## config.mk

```make
export PLATFORM = sky130hd
export DESIGN_NAME = cmp_ctrl_top
export DESIGN_NICKNAME = d
export VERILOG_FILES = /design/src/cmp_pkg.sv /design/src/chan_if.sv /design/src/cmp_channel.sv /design/src/cmp_ctrl_top.sv /design/src/irq_bank.sv
export SDC_FILE = /design/constraint.sdc
export NUM_CORES = 1
export LEC_CHECK = 0
export ABC_AREA = 0
export BUFFER_PORTS_ARGS = -buffer_cell sky130_fd_sc_hd__buf_2
export CAP_MARGIN = 25
export CORE_ASPECT_RATIO = 2
export CORE_MARGIN = 5
export CORE_UTILIZATION = 46
export CTS_CLUSTER_DIAMETER = 150
export DETAILED_ROUTE_END_ITERATION = 8
export GPL_TIMING_DRIVEN = 0
export PLACE_DENSITY = 0.81
export SETUP_SLACK_MARGIN = 0.5
export SYNTH_ARGS = -nofsm -noshare
export SYNTH_HDL_FRONTEND = slang
export SYNTH_HIERARCHICAL = 1
export SYNTH_SLANG_ARGS = --single-unit
```

## constraint.sdc

```tcl
create_clock -name pclk -period 2.6 [get_ports pclk]
set_clock_uncertainty 0.2 [all_clocks]
set_input_delay 0.52 -clock pclk [delete_from_list [all_inputs] [get_ports pclk]]
set_output_delay 0.52 -clock pclk [all_outputs]
set_load 0.02 [all_outputs]
```

## src/cmp_pkg.sv

```systemverilog
`default_nettype none

package cmp_pkg;

    // ------------------------------------------------------------------
    // bus geometry
    // ------------------------------------------------------------------
    localparam int          ADDR_W        = 8;
    localparam int          DATA_W        = 32;
    localparam int          REG_W         = 8;
    localparam int          NUM_CMP       = 2;

    // ------------------------------------------------------------------
    // register byte offsets
    // ------------------------------------------------------------------
    localparam logic [7:0]  OFS_CTRL_ONE  = 8'h00;
    localparam logic [7:0]  OFS_CTRL_TWO  = 8'h04;
    localparam logic [7:0]  OFS_MIRROR    = 8'h08;
    localparam logic [7:0]  OFS_INVERT    = 8'h0C;
    localparam logic [7:0]  OFS_IRQ_STAT  = 8'h10;
    localparam logic [7:0]  OFS_IRQ_MASK  = 8'h14;

    // ------------------------------------------------------------------
    // control register fields, shared by control registers one and two
    // ------------------------------------------------------------------
    localparam int          BIT_RISE_EN   = 7;
    localparam int          BIT_FALL_EN   = 6;
    localparam int          POS_SEL_HI    = 5;
    localparam int          POS_SEL_LO    = 4;
    localparam int          NEG_SEL_HI    = 1;
    localparam int          NEG_SEL_LO    = 0;
    localparam int          SEL_W         = 2;
    localparam int          ROUTE_W       = 4;
    localparam logic [7:0]  CTRL_WMASK    = 8'hF3;
    localparam logic [7:0]  CTRL_RST      = 8'h00;
    localparam logic [1:0]  INVERT_RST    = 2'h0;
    localparam logic [1:0]  IRQ_RST       = 2'h0;
    localparam logic [3:0]  ROUTE_ONE_HOT = 4'h1;

    // positive input selector codes
    localparam logic [1:0]  POS_PIN       = 2'h0;
    localparam logic [1:0]  POS_DAC       = 2'h1;
    localparam logic [1:0]  POS_FIXED     = 2'h2;
    localparam logic [1:0]  POS_GND       = 2'h3;

    // route bit positions in the positive one-hot route
    localparam int          ROUTE_PIN     = 0;
    localparam int          ROUTE_DAC     = 1;
    localparam int          ROUTE_FIXED   = 2;
    localparam int          ROUTE_GND     = 3;

endpackage : cmp_pkg

`default_nettype wire

```

## src/chan_if.sv

```systemverilog
`default_nettype none

interface chan_if;
    logic   rise_en;
    logic   fall_en;
    logic   invert;
    logic   result;
    logic   edge_evt;

    modport ctl  (output rise_en, output fall_en, output invert,
                  input result, input edge_evt);
    modport chan (input rise_en, input fall_en, input invert,
                  output result, output edge_evt);
endinterface : chan_if

`default_nettype wire

```

## src/cmp_channel.sv

```systemverilog
`default_nettype none

module cmp_channel (
    input  wire logic pclk,
    input  wire logic presetn,
    input  wire logic raw_async,
    chan_if.chan      ch
);
    logic   sync_a_r;
    logic   sync_b_r;
    logic   result_r;
    logic   result_nxt;
    logic   prev_r;
    wire    rise_seen;
    wire    fall_seen;

    // ------------------------------------------------------------------
    // decision sync, polarity and edge detection
    // ------------------------------------------------------------------
    assign result_nxt  = sync_b_r ^ ch.invert;
    assign rise_seen   = result_r & ~prev_r;
    assign fall_seen   = ~result_r & prev_r;
    assign ch.edge_evt = (rise_seen & ch.rise_en) | (fall_seen & ch.fall_en);
    assign ch.result   = result_r;

    always_ff @(posedge pclk or negedge presetn) begin
        if (!presetn) begin
            sync_a_r <= 1'b0;
            sync_b_r <= 1'b0;
            result_r <= 1'b0;
            prev_r   <= 1'b0;
        end else begin
            sync_a_r <= raw_async;
            sync_b_r <= sync_a_r;
            result_r <= result_nxt;
            prev_r   <= result_r;
        end
    end
endmodule : cmp_channel

`default_nettype wire

```

## src/cmp_ctrl_top.sv

```systemverilog
// The implementer's own choices: the placing of the registers and the APB interface to the registers.
`default_nettype none

module cmp_ctrl_top (
    input  wire logic                                   pclk,
    input  wire logic                                   presetn,
    input  wire logic                                   psel,
    input  wire logic                                   penable,
    input  wire logic                                   pwrite,
    input  wire logic [cmp_pkg::ADDR_W-1:0]             paddr,
    input  wire logic [cmp_pkg::DATA_W-1:0]             pwdata,
    output logic      [cmp_pkg::DATA_W-1:0]             prdata,
    output logic                                        pready,
    output logic                                        pslverr,
    input  wire logic [cmp_pkg::NUM_CMP-1:0]            cmp_raw_async,
    output logic      [cmp_pkg::NUM_CMP-1:0]            cmp_result_bit,
    output logic      [cmp_pkg::NUM_CMP-1:0][cmp_pkg::SEL_W-1:0]   pos_input_select,
    output logic      [cmp_pkg::NUM_CMP-1:0][cmp_pkg::SEL_W-1:0]   neg_input_select,
    output logic      [cmp_pkg::NUM_CMP-1:0][cmp_pkg::ROUTE_W-1:0] pos_route,
    output logic      [cmp_pkg::NUM_CMP-1:0][cmp_pkg::ROUTE_W-1:0] neg_route,
    output logic                                        irq
);
    import cmp_pkg::*;

    // ------------------------------------------------------------------
    // registers and decode
    // ------------------------------------------------------------------
    logic   [REG_W-1:0]     ctrl_r      [NUM_CMP];
    logic   [NUM_CMP-1:0]   invert_r;
    logic   [DATA_W-1:0]    prdata_r;
    logic   [DATA_W-1:0]    prdata_nxt;
    logic                   pslverr_r;
    logic   [NUM_CMP-1:0]   irq_status;
    logic   [NUM_CMP-1:0]   irq_mask;
    logic   [NUM_CMP-1:0]   edge_vec;

    wire                    setup_ph;
    wire                    wr_en;
    wire                    hit_ctrl_one;
    wire                    hit_ctrl_two;
    wire                    hit_mirror;
    wire                    hit_invert;
    wire                    hit_stat;
    wire                    hit_mask;
    wire                    hit_any;
    wire    [REG_W-1:0]     wr_byte;
    wire    [REG_W-1:0]     ctrl_wr_val;
    wire    [REG_W-1:0]     mirror_val;

    assign setup_ph     = psel & ~penable;
    assign wr_en        = psel & penable & pwrite;
    assign hit_ctrl_one = (paddr == OFS_CTRL_ONE);
    assign hit_ctrl_two = (paddr == OFS_CTRL_TWO);
    assign hit_mirror   = (paddr == OFS_MIRROR);
    assign hit_invert   = (paddr == OFS_INVERT);
    assign hit_stat     = (paddr == OFS_IRQ_STAT);
    assign hit_mask     = (paddr == OFS_IRQ_MASK);
    assign hit_any      = hit_ctrl_one | hit_ctrl_two | hit_mirror
                        | hit_invert | hit_stat | hit_mask;
    assign wr_byte      = pwdata[REG_W-1:0];
    assign ctrl_wr_val  = wr_byte & CTRL_WMASK;
    assign mirror_val   = {{(REG_W-NUM_CMP){1'b0}}, cmp_result_bit};

    // zero wait states; the answer is prepared in the setup cycle
    assign pready  = 1'b1;
    assign prdata  = prdata_r;
    assign pslverr = pslverr_r;

    // ------------------------------------------------------------------
    // read mux
    // ------------------------------------------------------------------
    always_comb begin
        prdata_nxt = '0;
        if (hit_ctrl_one) begin
            prdata_nxt[REG_W-1:0] = ctrl_r[0] & CTRL_WMASK;
        end else if (hit_ctrl_two) begin
            prdata_nxt[REG_W-1:0] = ctrl_r[1] & CTRL_WMASK;
        end else if (hit_mirror) begin
            prdata_nxt[REG_W-1:0] = mirror_val;
        end else if (hit_invert) begin
            prdata_nxt[NUM_CMP-1:0] = invert_r;
        end else if (hit_stat) begin
            prdata_nxt[NUM_CMP-1:0] = irq_status;
        end else if (hit_mask) begin
            prdata_nxt[NUM_CMP-1:0] = irq_mask;
        end
    end

    always_ff @(posedge pclk or negedge presetn) begin
        if (!presetn) begin
            prdata_r  <= '0;
            pslverr_r <= 1'b0;
        end else if (setup_ph) begin
            prdata_r  <= pwrite ? '0 : prdata_nxt;
            pslverr_r <= ~hit_any | (pwrite & hit_mirror);
        end
    end

    // ------------------------------------------------------------------
    // control registers
    // ------------------------------------------------------------------
    always_ff @(posedge pclk or negedge presetn) begin
        if (!presetn) begin
            ctrl_r[0] <= CTRL_RST;
            ctrl_r[1] <= CTRL_RST;
            invert_r  <= INVERT_RST;
        end else if (wr_en) begin
            if (hit_ctrl_one) begin
                ctrl_r[0] <= ctrl_wr_val;
            end
            if (hit_ctrl_two) begin
                ctrl_r[1] <= ctrl_wr_val;
            end
            if (hit_invert) begin
                invert_r <= wr_byte[NUM_CMP-1:0];
            end
        end
    end

    // ------------------------------------------------------------------
    // comparator channels and input routing
    // ------------------------------------------------------------------
    chan_if ch [NUM_CMP] ();

    for (genvar g = 0; g < NUM_CMP; g++) begin : g_chan
        assign ch[g].rise_en   = ctrl_r[g][BIT_RISE_EN];
        assign ch[g].fall_en   = ctrl_r[g][BIT_FALL_EN];
        assign ch[g].invert    = invert_r[g];
        assign edge_vec[g]     = ch[g].edge_evt;
        assign cmp_result_bit[g]   = ch[g].result;
        assign pos_input_select[g] = ctrl_r[g][POS_SEL_HI:POS_SEL_LO];
        assign neg_input_select[g] = ctrl_r[g][NEG_SEL_HI:NEG_SEL_LO];
        // one-hot switch enables for the analog muxes
        assign pos_route[g] = ROUTE_ONE_HOT << pos_input_select[g];
        assign neg_route[g] = ROUTE_ONE_HOT << neg_input_select[g];

        cmp_channel u_chan (
            .pclk      (pclk),
            .presetn   (presetn),
            .raw_async (cmp_raw_async[g]),
            .ch        (ch[g])
        );
    end

    // ------------------------------------------------------------------
    // interrupt flags
    // ------------------------------------------------------------------
    irq_bank #(
        .N (NUM_CMP)
    ) u_irq (
        .pclk      (pclk),
        .presetn   (presetn),
        .set_evt   (edge_vec),
        .clr_wr    (wr_en & hit_stat),
        .clr_data  (wr_byte[NUM_CMP-1:0]),
        .mask_wr   (wr_en & hit_mask),
        .mask_data (wr_byte[NUM_CMP-1:0]),
        .status    (irq_status),
        .mask      (irq_mask),
        .irq       (irq)
    );

    wire    res_one = cmp_result_bit[0];
    wire    res_two = cmp_result_bit[1];
    wire    clr_one = wr_en & hit_stat & wr_byte[0];
    wire    clr_two = wr_en & hit_stat & wr_byte[1];
endmodule : cmp_ctrl_top

`default_nettype wire

```

## src/irq_bank.sv

```systemverilog
`default_nettype none

module irq_bank #(
    parameter int N = 2
) (
    input  wire logic         pclk,
    input  wire logic         presetn,
    input  wire logic [N-1:0] set_evt,
    input  wire logic         clr_wr,
    input  wire logic [N-1:0] clr_data,
    input  wire logic         mask_wr,
    input  wire logic [N-1:0] mask_data,
    output logic      [N-1:0] status,
    output logic      [N-1:0] mask,
    output logic              irq
);
    logic   [N-1:0] status_r;
    logic   [N-1:0] status_nxt;
    logic   [N-1:0] mask_r;
    wire    [N-1:0] clr_bits;

    // a set in the clearing cycle wins
    assign clr_bits   = clr_wr ? clr_data : '0;
    assign status_nxt = set_evt | (status_r & ~clr_bits);
    assign status     = status_r;
    assign mask       = mask_r;
    assign irq        = |(status_r & mask_r);

    always_ff @(posedge pclk or negedge presetn) begin
        if (!presetn) begin
            status_r <= '0;
            mask_r   <= '0;
        end else begin
            status_r <= status_nxt;
            if (mask_wr) begin
                mask_r <= mask_data;
            end
        end
    end
endmodule : irq_bank

`default_nettype wire

```

==> key figures <==
Job
  – # Max-Cap Violations: 0

Drt
  – DR vias/cell: 4.62
  – Drt total wl: 4090 um
  – # DRC: 0
  – Vias: 1414
  – Routed wire per std cell: 13.4 um
  – Drt first pass iters: 4
  – DRT iter0 DRCs: 20
  – Post-route ant nets: 0

Clock network
  – Htree depth: 2
  – CTS root buf: clkbuf_8
  – CTS Buf Count: 5
  – # clock sinks: 33
  – CTS tree: done
  – Clk Latency, worst-skew pair: 280 ps
  – Clock transition at the registers of the reported paths: 70 ps
  – Max Root-Sink Buffers: 2

Pwr
  – Combinational share of power: 15.7%
  – Power density cells: 449 nW/um2
  – Switching Power: 308 uW
  – Internal power: 786 uW
  – Maximum vdd drop: 0.362 mV
  – Power share of the sequential group: 50.1%
  – Sw Ratio: 28.1%
  – Leak: 0.00132 uW
  – Share of power burned in the clock network: 34.3%

Floorplan
  – Full die area: 5220 um2
  – Io pins: 108
  – Core Rows: 31
  – Die Ht: 97.3 um
  – Initial Util: 48.1%
  – Die width: 53.7 um
  – Core box area: 3650 um2

Outcome
  – Status: finished clean

Place
  – Buffers on Ports: 53
  – Final HPWL DP: 3110 um
  – DP Area: 2180 um2
  – Gpl congestion: 0.882

STA
  – RSZ-0062 raised after global routing: yes
  – Setup Total Neg Slack: 0 ps
  – Worst Max-Slew Pin Slew: 708 ps
  – Final setup fails: 0
  – Minimum clock period: 2250 ps
  – Final worst-path cycle share: 86.7%
  – Slew headroom: 52.8%
  – Max-slew violation count: 0
  – Fmax: 444 MHz
  – Final hold violation count: 0

Hold path
  – Worst hold path class: in2async

Logic synthesis
  – Yosys warns: 6
  – Mapped Cells: 164
  – Synthesized area: 1750 um2
  – Synth Area per Inst: 10.7 um2
  – Flop and latch count out of synthesis: 33
  – Synth unique cells: 31
  – Register area share after synthesis: 47.1%

Final layout
  – N_diodes: 0
  – Fraction of layout cells with a size suffix above 1: 47.1%
  – # nets final: 303
  – Finished Cell Area: 2430 um2
  – Layout area overhead: 38.9%

Worst setup path
  – Critical Path AT: 2220 ps
  – CP Max Fanout: 6
  – Kind of critical path: in2reg
  – Worst Setup Start Kind: input port
  – Register-to-Register Setup Slack: 1190 ps
  – Setup crit end kind: register
  – Required time of the critical path: 2570 ps

Global route
  – GRT Overall Usage: 16.9%
  – Initial antenna violation count: 0
  – Vias in the first global route: 1424
  – Pin count of the biggest net entering global routing: 34
  – First-pass GRT wire length: 6560 um
  – GR Overflow Total: 0
timing repair:
item / in CTS / in global routing
hold buffers: 0 / 0
pin swaps: 7 / 5
setup endpoints to repair: 18 / 23
setup buffers: 7 / 0
gates resized for setup: 23 / 3
through the flow:
stage | cells | hold WS (ps) | util, % | setup slack [ps] | power (uW)
after floorplan | 189 | 24.4 | - | 159 | 668
after global placement | 291 | 134 | 59.7 | -109 | 716
after detailed placement | 291 | 141 | 59.7 | -138 | 720
after CTS | 306 | 103 | 66.5 | 227 | 1100
after global routing | 306 | 138 | 66.8 | 316 | 1150
final | 306 | 81.5 | 66.8 | 347 | 1090
worst paths after layout:
path,from,endpoint,cells after the start
min,presetn,neg_input_select[3],1
min reg2reg,g_chan[1].u_chan/sync_a_r,g_chan[1].u_chan/sync_b_r,0
max in group asynchronous,presetn,ch[1].fall_en,1
min in group pclk,cmp_raw_async[1],g_chan[1].u_chan/sync_a_r,1
max,paddr[1],ch[0].fall_en,7
max reg2reg,neg_input_select[3],prdata[1],4
worst max-delay path: stages:
cell	delay [ps]
buf_6	90
or4_4	520
or3_4	420
buf_6	140
nor2_4	90
buf_12	130
mux2_4	300
layout by cell type, fill, tap and decap left out, drive strengths merged, types with 3 or more instances in the layout:
master,n
clkbuf,8
o31ai,5
dfrtp,33
a21o,3
inv,4
mux2,16
and2,4
nor3,3
o22ai,4
o21ai,3
nor2b,9
nor2,10
mux2i,7
nand2,14
conb,27
buf,89
synth_stat cells, drive strengths merged:
cell	count	area share (%)
dfrtp	33	47
buf	30	13
mux2	16	11
nand2	14	3.0
nor2	10	2.3
nor2b	9	3.2
mux2i	7	4.0
o31ai	5	2.1
and2	4	1.4
inv	4	0.86
o22ai	4	1.4
a21o	3	1.3
nor3	3	0.86
o21ai	3	0.86
a21oi	2	0.57
clkbuf	2	0.43
conb	2	0.43
nand2b	2	0.71
xor2	2	1.0
a211oi	1	0.43
a22o	1	0.50
nand3	1	0.29
nand3b	1	0.43
nor3b	1	0.43
nor4	1	1.2
o221ai	1	0.50
or3	1	0.64
or4	1	0.64
layout make-up:
type                            count  area, um2
Fill cell                         331       1210
Multi-Input combinational cell    120        865
Sequential cell                    33        826
Timing Repair Buffer               60        352
Buffer                             32        230
Clock buffer                        5       68.8
Tap cell                           49       61.3
Clock inverter                      3       17.5
Inverter                            4       15.0
registers in the layout, indices dropped and copies added, names as in the netlist:
signal,cells
neg_input_select,4
prdata,6
ch.fall_en,2
g_chan.u_chan/sync_a_r,2
pslverr,1
g_chan.u_chan/prev_r,2
invert_r,2
g_chan.u_chan/ch.result,2
pos_input_select,4
ch.rise_en,2
u_irq/mask,2
g_chan.u_chan/sync_b_r,2
u_irq/status,2
power by group through the flow:
stage                     Clock, uW  Combinational [uW]  Sequential, uW
after floorplan                   0                 111             556
after global placement            0                 160             556
after detailed placement          0                 162             557
after CTS                       385                 170             547
after global routing            410                 187             549
final                           375                 171             547
routing by layer:
layer / wire length (um) / up-vias / global-route usage [%]
li1: - / 683 / -
met1: 1510 / 658 / 18.4
met2: 2170 / 63 / 28.3
met3: 264 / 10 / 3.53
met4: 142 / 0 / 10.0
met5: 0 / - / 0
cell families (layout without fill, tap and decap cells):
logic type	count (synthesis)	after routing	share of synthesized area (%)
other	2	27	0.428
buffers and inverters	36	104	13.9
AOI/OAI and AO/OA	20	20	7.71
muxes	23	23	14.7
DFF	33	33	47.1
and+or+nand+nor	48	48	15.1
xor gates and xnor gates	2	2	0.999
No activity file was read; power rests on OpenSTA's default activity.
